===== config.mk =====
export PLATFORM = sky130hd
export DESIGN_NAME = gauge_trip
export DESIGN_NICKNAME = d
export VERILOG_FILES = /design/src/logic/gauge_trip.v
export VERILOG_INCLUDE_DIRS = /design/src /design/src/logic
export SDC_FILE = /design/constraint.sdc
export NUM_CORES = 1
export LEC_CHECK = 0
export ABC_AREA = 1
export BUFFER_PORTS_ARGS = -buffer_cell sky130_fd_sc_hd__buf_2
export CAP_MARGIN = 25
export CORE_ASPECT_RATIO = 0.7
export CORE_MARGIN = 2
export CORE_UTILIZATION = 40
export DETAILED_ROUTE_END_ITERATION = 7
export SLEW_MARGIN = 20
export SYNTH_ARGS = -nofsm -noshare
export SYNTH_HDL_FRONTEND = slang
export SYNTH_SLANG_ARGS = --single-unit

===== constraint.sdc =====
create_clock -name i_ref_clk -period 3.6 [get_ports i_ref_clk]
set_clock_uncertainty 0.2 [all_clocks]
set_input_delay 0.72 -clock i_ref_clk [delete_from_list [all_inputs] [get_ports i_ref_clk]]
set_output_delay 0.72 -clock i_ref_clk [all_outputs]
set_load 0.05 [all_outputs]

===== src/logic/gauge_regs.vh =====
// register map, attribute ids, service codes and fixed values of the gauge slave logic
// assumes a 32-bit avalon-mm slave with byte addresses and word-aligned registers
`ifndef GAUGE_REGS_VH
`define GAUGE_REGS_VH

// ==========================================================
// register byte offsets
`define OFS_CMD 5'h00
`define OFS_CMD_DATA 5'h04
`define OFS_RSP 5'h08
`define OFS_RSP_DATA 5'h0c
`define OFS_SENSE 5'h10
`define OFS_DIAG 5'h14

// ==========================================================
// command word fields
`define CMD_SVC_LSB 0
`define CMD_ATTR_LSB 8
`define CMD_OBJ_LSB 16
`define CMD_TGT_BIT 24

// object selectors
`define OBJ_SENSOR 2'h0
`define OBJ_TRIP_CLASS 2'h1
`define OBJ_TRIP_1 2'h2
`define OBJ_TRIP_2 2'h3

// ==========================================================
// service codes
`define SVC_GET 8'h0e
`define SVC_SET 8'h10
`define SVC_ZERO_ADJ 8'h4b
`define SVC_GAIN_ADJ 8'h4c

// general status codes returned in the response
`define ST_SUCCESS 8'h00
`define ST_SVC_UNSUP 8'h08
`define ST_NOT_SETTABLE 8'h0e
`define ST_ATTR_UNSUP 8'h14

// ==========================================================
// sensor object attributes
`define AT_VALID 8'h05
`define AT_VALUE 8'h06
`define AT_OVERRANGE 8'h20
`define AT_UNDERRANGE 8'h21
`define AT_WARNING 8'h5e
`define AT_ALARM 8'h5f
`define AT_STATUS_EXT 8'h60

// trip point class and instance attributes
`define AT_REVISION 8'h01
`define AT_MAX_INST 8'h02
`define AT_HIGH_LIMIT 8'h03
`define AT_HIGH_EN 8'h04
`define AT_LOW_LIMIT 8'h05
`define AT_LOW_EN 8'h06
`define AT_OUT_STATUS 8'h07
`define AT_HIGH_HYST 8'h12
`define AT_LOW_HYST 8'h13
`define AT_TRIP_STATUS 8'h14

// ==========================================================
// bit positions and fixed values
`define WARN_ELEC_BIT 9
`define ALARM_ELEM_BIT 0
`define ALARM_ELEC_BIT 9
`define EXT_INVALID_BIT 0
`define EXT_OVER_BIT 1
`define EXT_UNDER_BIT 2
`define TRIP_REVISION 16'h0001
`define TRIP_MAX_INST 16'h0002

`endif


===== src/logic/gauge_trip.v =====
// gauge slave logic: sensor status maps, service decode, calibration start, two trip points
// assumes sensor inputs come from logic on i_ref_clk; software issues services over avalon-mm
//
// Operation
// RULE1 - warning word: only byte1 bit1 electronics warning
// RULE2 - alarm word: element failure, electronics failure
// RULE3 - status byte: invalid, overrange, underrange bits
// RULE4 - invalid bit is inverse of reading valid
// RULE5 - service 0e returns addressed attribute
// RULE6 - service 10 overwrites addressed attribute
// RULE7 - service 4c starts gain calibration
// RULE8 - service 4b starts zero calibration
// RULE9 - gain calibration forces value to atmosphere
// RULE10 - zero calibration forces value to zero
// RULE11 - calibration changes no object state
// RULE12 - success answered once calibration begins
// RULE13 - master calibrates without target, in reference condition
// RULE14 - two trip points drive two relays
// RULE15 - class attributes revision and max instance
// RULE16 - high limit trips at or above
// RULE17 - high enable gates high comparison
// RULE18 - low limit trips at or below
// RULE19 - low enable gates low comparison
// RULE20 - output status one while tripped
// RULE21 - low trip clears above limit plus hysteresis
// RULE22 - high trip clears below limit minus hysteresis
// RULE23 - reading invalid beyond over or under range
// RULE24 - disabled comparison never trips; relay ors both
// RULE25 - set on read-only attribute is rejected
`timescale 1ns/1ps
`include "gauge_regs.vh"

module gauge_trip #(
    parameter W = 16,
    parameter signed [15:0] OVERRANGE = 16'sh7fff,
    parameter signed [15:0] UNDERRANGE = -16'sh7fff,
    parameter signed [15:0] GAIN_TARGET = 16'sh3e80,
    parameter signed [15:0] HIGH_DEF = 16'sh7fff,
    parameter signed [15:0] LOW_DEF = 16'sh0000,
    parameter signed [15:0] HYST_DEF = 16'sh0010
) (
    // clock and reset
    input wire i_ref_clk,
    input wire i_arst_n,
    // avalon-mm slave
    input wire [4:0] i_address,
    input wire i_read,
    input wire i_write,
    input wire [31:0] i_writedata,
    output wire [31:0] o_readdata,
    output wire o_waitrequest,
    // sensor side
    input wire i_sample,
    input wire [15:0] i_sensor_value,
    input wire i_elec_warn,
    input wire i_elem_fail,
    input wire i_elec_fail,
    // calibration and relays
    output wire o_gain_cal_start,
    output wire o_zero_cal_start,
    output wire [1:0] o_relay
);

    // ==========================================================
    // avalon handshake: every access waits exactly one cycle
    // the wait state lets read data come from a flop; at most one access per two cycles
    reg ack_reg;
    reg [31:0] rdata_reg;
    wire access = i_read | i_write;
    wire fire = access & ack_reg;
    assign o_waitrequest = access & ~ack_reg;
    assign o_readdata = rdata_reg;

    always @(posedge i_ref_clk or negedge i_arst_n) begin
        if (!i_arst_n) begin
            ack_reg <= 1'b0;
        end else begin
            ack_reg <= access & ~ack_reg;
        end
    end

    // ==========================================================
    // sensor value and status maps
    // the fault inputs are levels from logic on this clock, so they need no synchroniser
    // range limits are build-time constants, so a set to them is refused as read-only
    reg signed [15:0] value_reg;
    reg [31:0] cmd_data_reg;
    wire over = value_reg > OVERRANGE; // RULE23
    wire under = value_reg < UNDERRANGE; // RULE23
    wire valid = ~(over | under);
    wire [15:0] warn_word = {6'h00, i_elec_warn, 9'h000}; // RULE1
    wire [15:0] alarm_word = {6'h00, i_elec_fail, 8'h00, i_elem_fail}; // RULE2
    wire [7:0] status_ext = {5'h00, under, over, ~valid}; // RULE3 RULE4

    // ==========================================================
    // command decode, done in the write cycle of the command word
    // the target flag of the command word is ignored: both adjust targets are fixed
    wire cmd_wr = fire & i_write & (i_address == `OFS_CMD);
    wire [7:0] svc = i_writedata[`CMD_SVC_LSB +: 8];
    wire [7:0] attr = i_writedata[`CMD_ATTR_LSB +: 8];
    wire [1:0] obj = i_writedata[`CMD_OBJ_LSB +: 2];
    wire is_inst = (obj == `OBJ_TRIP_1) | (obj == `OBJ_TRIP_2);
    wire inst_sel = (obj == `OBJ_TRIP_2);

    // per-instance attribute views, flattened
    // flat vectors let the read mux pick an instance by index
    wire [31:0] hi_w;
    wire [31:0] lo_w;
    wire [31:0] hh_w;
    wire [31:0] lh_w;
    wire [1:0] hen_w;
    wire [1:0] len_w;
    wire [1:0] htrip_w;
    wire [1:0] ltrip_w;

    reg [15:0] get_val;
    reg [7:0] get_st;
    reg settable;

    // attribute read mux and settable flags
    always @* begin
        get_val = 16'h0000;
        get_st = `ST_SUCCESS;
        settable = 1'b0;
        case (obj)
            `OBJ_SENSOR: begin
                case (attr)
                    `AT_VALID: get_val = {15'h0000, valid};
                    `AT_VALUE: get_val = value_reg;
                    `AT_OVERRANGE: get_val = OVERRANGE;
                    `AT_UNDERRANGE: get_val = UNDERRANGE;
                    `AT_WARNING: get_val = warn_word;
                    `AT_ALARM: get_val = alarm_word;
                    `AT_STATUS_EXT: get_val = {8'h00, status_ext};
                    default: get_st = `ST_ATTR_UNSUP;
                endcase
            end
            `OBJ_TRIP_CLASS: begin
                case (attr)
                    `AT_REVISION: get_val = `TRIP_REVISION; // RULE15
                    `AT_MAX_INST: get_val = `TRIP_MAX_INST; // RULE15
                    default: get_st = `ST_ATTR_UNSUP;
                endcase
            end
            default: begin
                case (attr)
                    `AT_HIGH_LIMIT: begin
                        get_val = hi_w[16*inst_sel +: 16];
                        settable = 1'b1;
                    end
                    `AT_HIGH_EN: begin
                        get_val = {15'h0000, hen_w[inst_sel]};
                        settable = 1'b1;
                    end
                    `AT_LOW_LIMIT: begin
                        get_val = lo_w[16*inst_sel +: 16];
                        settable = 1'b1;
                    end
                    `AT_LOW_EN: begin
                        get_val = {15'h0000, len_w[inst_sel]};
                        settable = 1'b1;
                    end
                    `AT_HIGH_HYST: begin
                        get_val = hh_w[16*inst_sel +: 16];
                        settable = 1'b1;
                    end
                    `AT_LOW_HYST: begin
                        get_val = lh_w[16*inst_sel +: 16];
                        settable = 1'b1;
                    end
                    `AT_OUT_STATUS: get_val = {15'h0000, htrip_w[inst_sel] | ltrip_w[inst_sel]}; // RULE20
                    `AT_TRIP_STATUS: get_val = {14'h0000, htrip_w[inst_sel], ltrip_w[inst_sel]};
                    default: get_st = `ST_ATTR_UNSUP;
                endcase
            end
        endcase
    end

    // service outcome
    // a refused set moves no attribute, so a bad request changes only the response registers
    reg [7:0] svc_st;
    reg [15:0] svc_data;
    reg do_set;
    reg do_gain;
    reg do_zero;

    always @* begin
        svc_st = `ST_SVC_UNSUP;
        svc_data = 16'h0000;
        do_set = 1'b0;
        do_gain = 1'b0;
        do_zero = 1'b0;
        case (svc)
            `SVC_GET: begin
                svc_st = get_st; // RULE5
                svc_data = get_val;
            end
            `SVC_SET: begin
                if (get_st != `ST_SUCCESS) begin
                    svc_st = get_st;
                end else if (!settable) begin
                    svc_st = `ST_NOT_SETTABLE; // RULE25
                end else begin
                    svc_st = `ST_SUCCESS;
                    do_set = 1'b1; // RULE6
                end
            end
            `SVC_GAIN_ADJ: begin
                if (obj == `OBJ_SENSOR) begin
                    svc_st = `ST_SUCCESS; // RULE7 RULE12
                    do_gain = 1'b1;
                end
            end
            `SVC_ZERO_ADJ: begin
                if (obj == `OBJ_SENSOR) begin
                    svc_st = `ST_SUCCESS; // RULE8 RULE12
                    do_zero = 1'b1;
                end
            end
            default: svc_st = `ST_SVC_UNSUP;
        endcase
    end

    // ==========================================================
    // response, calibration pulses and value register
    // the sequence count tells software a fresh response from a stale one
    // start pulses last one cycle; a slower sensor side must hold them itself
    reg [7:0] rsp_st_reg;
    reg [7:0] rsp_seq_reg;
    reg [15:0] rsp_data_reg;
    reg gain_reg;
    reg zero_reg;
    assign o_gain_cal_start = gain_reg;
    assign o_zero_cal_start = zero_reg;

    always @(posedge i_ref_clk or negedge i_arst_n) begin
        if (!i_arst_n) begin
            rsp_st_reg <= `ST_SUCCESS;
            rsp_seq_reg <= 8'h00;
            rsp_data_reg <= 16'h0000;
            cmd_data_reg <= 32'h00000000;
            gain_reg <= 1'b0;
            zero_reg <= 1'b0;
            value_reg <= 16'sh0000;
        end else begin
            gain_reg <= cmd_wr & do_gain;
            zero_reg <= cmd_wr & do_zero;
            if (fire & i_write & (i_address == `OFS_CMD_DATA)) begin
                cmd_data_reg <= i_writedata;
            end
            if (cmd_wr) begin
                rsp_st_reg <= svc_st;
                rsp_data_reg <= svc_data;
                rsp_seq_reg <= rsp_seq_reg + 8'h01;
            end
            // calibration wins over a sample in the same cycle; no other state moves
            if (cmd_wr & do_gain) begin
                value_reg <= GAIN_TARGET; // RULE9 RULE11
            end else if (cmd_wr & do_zero) begin
                value_reg <= 16'sh0000; // RULE10 RULE11
            end else if (i_sample) begin
                value_reg <= i_sensor_value;
            end
        end
    end

    // ==========================================================
    // trip point instances
    // both enables reset low, so no relay moves until software arms it
    genvar k;
    generate
        for (k = 0; k < 2; k = k + 1) begin : g_trip
            reg signed [15:0] hi_reg;
            reg signed [15:0] lo_reg;
            reg signed [15:0] hh_reg;
            reg signed [15:0] lh_reg;
            reg hen_reg;
            reg len_reg;
            reg htrip_reg;
            reg ltrip_reg;
            reg relay_reg;
            reg htrip_next;
            reg ltrip_next;
            // 17-bit sums so a limit near full scale cannot wrap
            // a negative hysteresis is accepted; the set test still has priority
            wire signed [16:0] in_x = {value_reg[15], value_reg};
            wire signed [16:0] hclr = {hi_reg[15], hi_reg} - {hh_reg[15], hh_reg};
            wire signed [16:0] lclr = {lo_reg[15], lo_reg} + {lh_reg[15], lh_reg};
            wire wr_me = cmd_wr & do_set & is_inst & (inst_sel == k);
            wire [15:0] wv = cmd_data_reg[15:0];

            // next trip state, shared by the trip flops and the relay flop so the
            // relay pin is a flip-flop output without an extra cycle of delay
            always @* begin
                htrip_next = htrip_reg;
                ltrip_next = ltrip_reg;
                if (!hen_reg) begin
                    htrip_next = 1'b0; // RULE24
                end else if (value_reg >= hi_reg) begin
                    htrip_next = 1'b1; // RULE16
                end else if (in_x < hclr) begin
                    htrip_next = 1'b0; // RULE22
                end
                if (!len_reg) begin
                    ltrip_next = 1'b0; // RULE24
                end else if (value_reg <= lo_reg) begin
                    ltrip_next = 1'b1; // RULE18
                end else if (in_x > lclr) begin
                    ltrip_next = 1'b0; // RULE21
                end
            end

            always @(posedge i_ref_clk or negedge i_arst_n) begin
                if (!i_arst_n) begin
                    hi_reg <= HIGH_DEF;
                    lo_reg <= LOW_DEF;
                    hh_reg <= HYST_DEF;
                    lh_reg <= HYST_DEF;
                    hen_reg <= 1'b0;
                    len_reg <= 1'b0;
                    htrip_reg <= 1'b0;
                    ltrip_reg <= 1'b0;
                    relay_reg <= 1'b0;
                end else begin
                    if (wr_me) begin
                        case (attr)
                            `AT_HIGH_LIMIT: hi_reg <= wv; // RULE16
                            `AT_HIGH_EN: hen_reg <= wv[0]; // RULE17
                            `AT_LOW_LIMIT: lo_reg <= wv; // RULE18
                            `AT_LOW_EN: len_reg <= wv[0]; // RULE19
                            `AT_HIGH_HYST: hh_reg <= wv;
                            `AT_LOW_HYST: lh_reg <= wv;
                            default: hi_reg <= hi_reg;
                        endcase
                    end
                    htrip_reg <= htrip_next;
                    ltrip_reg <= ltrip_next;
                    relay_reg <= htrip_next | ltrip_next; // RULE14 RULE24
                end
            end

            assign hi_w[16*k +: 16] = hi_reg;
            assign lo_w[16*k +: 16] = lo_reg;
            assign hh_w[16*k +: 16] = hh_reg;
            assign lh_w[16*k +: 16] = lh_reg;
            assign hen_w[k] = hen_reg;
            assign len_w[k] = len_reg;
            assign htrip_w[k] = htrip_reg;
            assign ltrip_w[k] = ltrip_reg;
            assign o_relay[k] = relay_reg;
        end
    endgenerate

    // ==========================================================
    // register read data, latched in the waiting cycle
    // unmapped offsets read zero and have no side effect
    always @(posedge i_ref_clk or negedge i_arst_n) begin
        if (!i_arst_n) begin
            rdata_reg <= 32'h00000000;
        end else if (i_read & ~ack_reg) begin
            case (i_address)
                `OFS_CMD_DATA: rdata_reg <= cmd_data_reg;
                `OFS_RSP: rdata_reg <= {16'h0000, rsp_seq_reg, rsp_st_reg};
                `OFS_RSP_DATA: rdata_reg <= {16'h0000, rsp_data_reg};
                `OFS_SENSE: rdata_reg <= {6'h00, o_relay, value_reg, status_ext};
                `OFS_DIAG: rdata_reg <= {alarm_word, warn_word};
                default: rdata_reg <= 32'h00000000;
            endcase
        end
    end

endmodule // gauge_trip


Word-level counts from Yosys, hierarchy flattened
Cells that the tools add are included.

word-level totals
  register bits after elaboration = 253
  input bits = 61
  output and inout port bits = 37
  logic and storage cells = 162

cells by class
  $add $sub $neg = 5
  order comparisons = 11
  eq/ne operators = 27
  shifts and indexed selects = 4
  multiplexer cells = 45
  bitwise operators = 21
  reductions and logical operators = 22

operators by type and width
  kind                                                    number
  one-hot mux 32 bit (5 select lines)                     1
  one-hot mux 16 bit (8 select lines)                     1
  variable part select 32 x 6 -> 16 bit                   4
  one-hot mux 16 bit (7 select lines)                     1
  two-way mux 16 bit                                      4
  == test 8 x 7 -> 1 bit (second input constant)          5
  adder 16 x 16 -> 17 bit                                 2
  greater-than comparator 16 x 17 -> 1 bit                2
  less-than comparator 16 x 17 -> 1 bit                   2
  subtractor 16 x 16 -> 17 bit                            2
  == test 8 x 3 -> 1 bit (second input constant)          4
  == test 8 x 5 -> 1 bit (second input constant)          4
  greater-or-equal comparator 16 bit                      2
  less-or-equal comparator 16 bit                         2
  one-hot mux 16 bit (2 select lines)                     1
  two-way mux 1 bit                                       28
  one-hot mux 8 bit (3 select lines)                      1
  AND reduction 2 bit                                     12
  == test 8 x 2 -> 1 bit (second input constant)          2
  == test 8 x 6 -> 1 bit (second input constant)          2
  greater-than comparator 16 bit (second input constant)  1
  less-than comparator 16 bit (second input constant)     1
  one-hot mux 8 bit (2 select lines)                      1
  two-way mux 5 bit                                       3
  other kinds (23)                                        47

Longest topological paths before layout
Gate-level depths: netlist (run 1).

  depth in word-level cells = 11
  mapped depth = 25
  mapped depth without buffers = 25

Worst setup path before layout (run 1)
Ideal clock, no wire load.

  path type = register -> register
  start = register g_trip[1].hi_reg[0]
  end = register g_trip[1].relay_reg
  library setup time = 0.118 ns
  arrival time = 2.857 ns
  data required time = 3.282 ns
  setup slack = 0.425 ns
  stages on the path, launching flop included = 25
  buffers on the path = 0
  clock period less this slack = 3.175 ns
  cell sequence = dfstp_2 > inv_1 > ha_1 > inv_1 > fa_1 > nand3_1 > nand3_1 > nand2_1 > nand3_1 > a21boi_0 > o21ai_0 > xnor2_1 > ha_1 > nand2_1 > inv_1 > nand2_1 > nand2_1 > a21oi_1 > nand3_1 > nand2_1 > nand2_1 > nand2_1 > nand2_1 > nand2_1 > nand2_1

between the ends
  word-level cells in the longest chain between the ends = 6
  elaborated cells between the ends (all ways) = 7
  those cells by class = 1 x add/sub; 2 x order compare; 3 x mux; 1 x bitwise

RTL lines
  what                                   RTL line          source
  start, declared                        gauge_trip.v:273  reg signed [15:0] hi_reg;
  start signal, assigned                 gauge_trip.v:327  `AT_HIGH_LIMIT: hi_reg <= wv;
  start signal, assigned                 gauge_trip.v:333  default: hi_reg <= hi_reg;
  subtractor 16 x 16 -> 17 bit           gauge_trip.v:287  wire signed [16:0] hclr = {hi_reg[15], hi_reg} - {hh_reg[15], hh_reg};
  less-than comparator 16 x 17 -> 1 bit  gauge_trip.v:301  end else if (in_x < hclr) begin
  two-way mux 1 bit                      gauge_trip.v:301
  two-way mux 1 bit (*)                  gauge_trip.v:299  end else if (value_reg >= hi_reg) begin
  two-way mux 1 bit (*)                  gauge_trip.v:297  if (!hen_reg) begin
  bitwise OR 1 bit (*)                   gauge_trip.v:338  relay_reg <= htrip_next | ltrip_next;
  end signal, assigned                   gauge_trip.v:338
  end, declared                          gauge_trip.v:281  reg relay_reg;

Mark *: on every way between the ends. The rest lies on a longest branch, timed or not.
A chain may end at the register's enable or synchronous reset.

Worst setup path in the final report (run 1)
Ends and elaborated chain as after synthesis.

==> reports/qor.yml, run 1 <==
syn_nets: 2797
arrival_ns: 3.70
initial_core_util_pct: 40.5
row_count: 65
core_area_um2: 45100
io_buffer_count: 97
async_flop_share_pct: 100
first_global_vias: 16395
cts_buffers: 27
holdWs_ns: 0.159
crit_path_max_fanout: 3
p_total_mw: 7.03
fmax_ghz: 0.293
layout-drive-gt1-share_pct: 12.7
place_inst: 3215
synth_edf_count: 0
grt_max_degree: 88
fp.dieH_um: 183
p_sw_share_pct: 30.9
grt_pass1_wl_mm: 105
drtIter0Drc: 2350
cts_tree: "yes"
wirelength_mm: 71.7
final_area_um2: 20900
period_share_pct: 94.7
dieArea_um2: 47500
synth.largest_area_cell: "dfrtp_1"
wl_per_cell_um: 21.9
p_per_area_nw_per_um2: 337
p_seq_share_pct: 45.9
antenna_found_initial: 2
path_class: "flip-flop to flip-flop"
firstDrtPassIters: 6
path_clk_slew_ns: 0.07
fill_cells: 4597
synthCells: 2537
crit_required_ns: 3.90
post-route-util_pct: 46.2
vdd_ir_drop_max_v: 0.000306
cts_root_buf: "clkbuf_16"
hold_depth: 3
placed_area_um2: 19700
dp_hpwl_mm: 54.7
syn2layout_area_growth_pct: 14.0
status: "complete, no violations"
grtUsageTotal_pct: 29.8
clock_path_buffers: 3
relSlewSlack_pct: 22.0
clkPwrFrac_pct: 42.3
leakage_nw: 11.5
end_kind: "flip-flop"
r2r_cells: 24
slew_violations: 0
fin_ws_ns: 0.191
stdcell_count: 3276
cp-start-kind: "flip-flop"
cts_sinks: 249
yosysWarnings: 0
p_switching_mw: 2.17
synth.top_cells.by_area: "dfrtp_1, nand2_1, ha_1, o21ai_0, inv_1"
ys_types: 48
period_minus_slack_ns: 3.41
clkLatencyLatePin_ns: 0.56
tns_ns: 0
die_x_um: 260
cts_max_level: 1
num_io_pins: 98
cap_violations: 0
hold_path_class: "input port to flip-flop"
remaining_drc_errors: 0
comb_power_share_pct: 11.8
fin_nets: 2911
pre_cts_slack_ns: 0.0309
antenna_left: 0
gp_congestion: 0.978
worst_slew_pin_slew_ns: 1.17
avgSynthCellArea_um2: 7.21
p_int_mw: 4.86
setup_viol: 0
ys_ff_latch: 249
synth_top_area_share_pct: 29.4
vias: 18038
via_per_inst: 5.51
synth_area_um2: 18300
ys_seq_area_share_pct: 34.3
finalHoldViolCount: 0
grt_overflow_total: 0
synthFlopType: "dfrtp_1"
[cells by family after synthesis]
family	Yosys count	share of synthesized area, %
adder cells (fa/ha/maj)	199	13.8
AO/OA/AOI/OAI	432	12.6
XOR/XNOR	61	2.92
buffers and inverters	379	8.14
flip-flops	249	34.3
multiplexers	19	1.17
AND/OR/NAND/NOR	1198	27.2
[Yosys cell counts (5+ instances only)]
library cell,instances
nand2_1,761
inv_1,288
o21ai_0,221
dfrtp_1,215
ha_1,195
nor2_1,184
nand3_1,166
a21oi_1,129
clkbuf_1,46
xor2_1,38
dfstp_2,34
o21ai_1,31
buf_2,28
nand4_1,28
nor3_1,25
xnor2_1,23
mux2_2,19
a21o_1,9
nand3b_1,7
nor2_2,7
o21bai_1,6
o31ai_1,6
nand2_2,5
[layout make-up]
cell class / instances / area (um^2) / area share (%)
Multi-Input combinational cell: 1909 / 10700 / 51.2
Sequential cell: 249 / 6270 / 30.1
Timing Repair Buffer: 171 / 1120 / 5.38
Inverter: 293 / 1100 / 5.27
Tap cell: 603 / 754 / 3.62
Clock buffer: 32 / 726 / 3.48
Clock inverter: 17 / 196 / 0.941
Antenna cell: 2 / 5.00 / 0.0240
[layout by cell type, fill, tap and decap left out, types with 34 or more instances in the layout]
master and instances:
nand2_1 756, o21ai_1 38, nand3_1 158, dfrtp_1 214, inv_1 287, o21ai_0 209
xor2_1 38, buf_2 96, dfstp_2 34, nor2_1 179, ha_1 194, a21oi_1 121
buf_4 67
[metal layers]
| metal | routed length [um] | vias to the layer above | global-route usage, % |
|---|---|---|---|
| met4 | 1970 | 0 | 7.22 |
| met3 | 9820 | 114 | 12.3 |
| met2 | 27100 | 892 | 39.1 |
| met5 | 0 | - | 0 |
| li1 | - | 8507 | - |
| met1 | 32800 | 8525 | 44.4 |
[critical path, cell delays in order (launching register included)]
cell,delay (ns)
dfstp_2,0.39
inv_1,0.06
ha_1,0.16
inv_2,0.05
fa_2,0.38
nand3_1,0.09
nand3_2,0.11
nand2_1,0.11
nand3_2,0.08
buf_4,0.16
nand3_1,0.06
nand2_1,0.06
xor2_1,0.16
ha_1,0.32
nand2_1,0.09
nor2_2,0.13
and2_4,0.16
nand3b_1,0.09
nand3_1,0.10
nand2_1,0.07
nand2_1,0.07
nand2_1,0.05
nand2_1,0.07
nand2_1,0.06
nand2_1,0.07
[worst paths after layout]
kind / from / endpoint / slack [ns]
min in group asynchronous: i_arst_n / cmd_data_reg[30] / 0.57
hold reg to reg: o_readdata[18] / o_readdata[18] / 0.28
setup reg to reg: g_trip[1].hi_reg[0] / g_trip[1].relay_reg / 0.19
max in group asynchronous: i_arst_n / g_trip[1].lo_reg[1] / 1.75
hold / removal: i_sensor_value[12] / value_reg[12] / 0.16
setup / recovery: g_trip[1].hi_reg[0] / g_trip[1].relay_reg / 0.19
[what timing repair did]
action	CTS	global route
setup endpoints to repair	1	6
hold buffers	1	0
pin swaps	0	15
buffers inserted	0	8
resized for setup	1	55
hold endpoints to repair	7	0
[power by group through the flow]
stage	logic, mW	clock network (mW)	registers, mW
floorplan	0.489	0	3.04
detailed placement	0.801	0	3.26
finish	0.830	2.97	3.23
CTS	0.806	3.00	3.21
global route	0.930	3.12	3.23
global placement	0.774	0	3.26
Power figures use the tool's default switching activity.
==> run 2: changes to the inputs <==
Settings changed: ABC_AREA 1 to 0.
==> run 2 against run 1 <==
Against the previous run: the flow now finishes with violations (setup timing); critical path depth down 5; clock-buffer cell count up 6; sequential power down 1%; global-route usage up 0.29 points; hold slack better by 0.0079 ns; largest cell class unchanged.
==> reports/qor.yml, run 2 <==
antenna_found_initial: 5
antenna_left: 0
cts_root_buf: "clkbuf_16"
vias: 16639
cts_max_level: 1
synth_top_area_share_pct: 29.9
fin_nets: 2397
path_class: "flip-flop to flip-flop"
crit_required_ns: 3.86
cp_cell_sequence: "inv_2, ha_4, inv_2, fa_2, a211oi_4, o21ai_2, a41oi_2, o21ai_2, a21o_1, a21oi_2, xor2_1, ha_1, a21o_1, a2111oi_4, a211oi_2, a21oi_1, nand2_1, a311o_2, or3_1"
hp-start: "i_sensor_value[15]"
drtIter0Drc: 1818
relSlewSlack_pct: 30.6
critPathMaxStageDelay_ns: 0.39
remaining_drc_errors: 0
clock_path_buffers: 3
synthFlopType: "dfrtp_1"
path_clk_slew_ns: 0.07
r2r_slack_ns: -0.52
syn_nets: 2078
via_per_inst: 6.04
firstDrtPassIters: 6
dieArea_um2: 46700
syn2layout_area_growth_pct: 25.0
cts_sinks: 249
async_flop_share_pct: 100
p_total_mw: 7.08
r2r_start: "g_trip[1].hi_reg[0]"
setup_viol: 6
synthCells: 1818
layout-drive-gt1-share_pct: 33.3
final_common_cell: "buf_4"
synth.top_cells.by_area: "dfrtp_1, ha_1, mux2_2, dfstp_2, mux2_4"
grtUsageTotal_pct: 30.1
cap_violations: 0
ys_types: 81
wl_per_cell_um: 25.8
reg2reg_to: "g_trip[1].relay_reg"
fmax_ghz: 0.243
r2r_cells: 19
cts_tree: "yes"
initial_core_util_pct: 40.9
fill_cells: 4039
avgSynthCellArea_um2: 9.90
synth.largest_area_cell: "dfrtp_1"
leakage_nw: 10.6
status: "finished with violations"
clkLatencyLatePin_ns: 0.59
die_x_um: 258
rsz0062_at_grt: "true"
row_count: 64
final_cell_mix: "buf_4, dfrtp_1, ha_1"
failed_checks: "setup timing"
multi_input_area_um2: 11400
num_io_pins: 98
seq_area_um2: 6270
grt_max_degree: 81
first_global_vias: 16197
vdd_ir_drop_max_v: 0.000322
period_minus_slack_ns: 4.12
tns_ns: -1.79
hold_depth: 2
place_inst: 2687
end_kind: "flip-flop"
post-route-util_pct: 51.1
ys_ff_latch: 249
synth_area_um2: 18000
placed_area_um2: 21100
slew_violations: 0
holdWs_ns: 0.167
io_buffer_count: 97
final_area_um2: 22500
fp.dieH_um: 181
gp_congestion: 1.00
cp-start-kind: "flip-flop"
hold_path_class: "input port to flip-flop"
stdcell_count: 2754
pre_cts_slack_ns: -0.698
period_share_pct: 114
worst_slew_pin_slew_ns: 1.04
finalHoldViolCount: 0
synth_edf_count: 0
crit_path_max_fanout: 2
yosysWarnings: 0
dp_hpwl_mm: 53.9
wirelength_mm: 71.1
hold_path_end: "value_reg[15]"
synth_common_cells: "dfrtp_1, ha_1, inv_1"
ys_seq_area_share_pct: 34.9
fin_ws_ns: -0.519
grt_overflow_total: 0
p_per_area_nw_per_um2: 315
crit_path_top_delay_cell: "a311o_2"
grt_pass1_wl_mm: 106
arrival_ns: 4.38
cts_buffers: 27
core_area_um2: 44000
synth_most_common_cell: "dfrtp_1"
## run 2: changes by cell type after synthesis, sizes merged, moves of 22 or more
cell,change
o21ai,-146
nand2b,+23
nand2,-638
nand3,-120
a21oi,-51
a21o,+39
mux2i,+23
a211oi,+22
mux2,+147
inv,-166
nor2,-125
o31ai,+25
## run 2: logic make-up after synthesis
kind of cell | synth area share [%]
AO/OA/AOI/OAI | 18.9
multiplexers | 12.6
XOR/XNOR | 2.68
adder cells (fa/ha/maj) | 14.0
AND/OR/NAND/NOR | 12.3
flip-flops | 34.9
buffers and inverters | 4.61
## run 2: layout make-up
type                    count  share of cell area, %
clock inverters            12                  0.729
multi-input cells        1359                   50.7
inverters                 126                   2.10
flip-flops and latches    249                   27.9
well taps                 594                   3.31
diodes                      2                 0.0223
clock buffers              38                   3.37
repair buffers            374                   11.9
## run 2: routing by layer
metal / up-vias / global-route usage (%) / routed length [um]
met2: 774 / 41.5 / 28200
met4: 0 / 7.31 / 1800
met3: 111 / 8.43 / 7950
met1: 8347 / 45.8 / 33100
met5: - / 0 / 0
li1: 7407 / - / -
## run 2: how the worst max path moves through the flow
stage	start	end	slack, ns	cells past startpoint
final	g_trip[1].hi_reg[0]	g_trip[1].relay_reg	-0.52	19
after global routing	g_trip[1].hi_reg[0]	g_trip[1].relay_reg	-0.71	19
after CTS	g_trip[1].hh_reg[0]	g_trip[1].relay_reg	-0.54	18
after detailed placement	g_trip[0].hh_reg[4]	g_trip[0].relay_reg	-0.70	15
after global placement	g_trip[1].hi_reg[6]	g_trip[1].relay_reg	-0.67	14
after floorplan	g_trip[1].hi_reg[0]	g_trip[1].relay_reg	-0.33	19
## run 2: what timing repair did
action / 4_1_cts / 5_1_grt
resized for setup: 52 / 25
setup buffers: 9 / 6
hold endpoints to repair: 17 / 0
pin swaps: 37 / 16
hold buffers: 1 / 0
setup endpoints to repair: 6 / 6
## run 2: report_power, final
part	switching, mW	internal, mW	leakage, nW
sequential	0.320	2.87	3.30
combinational	0.537	0.373	6.91
clock	1.29	1.70	0.439
## run 2: critical path: cells and delay by family, from the launching register on
kind,cells,cell delay [ns]
AO/OA/AOI/OAI,11,2.03
adder cells (fa/ha/maj),3,0.76
AND/OR/NAND/NOR,2,0.39
flip-flops,1,0.37
XOR/XNOR,1,0.15
buffers and inverters,2,0.08
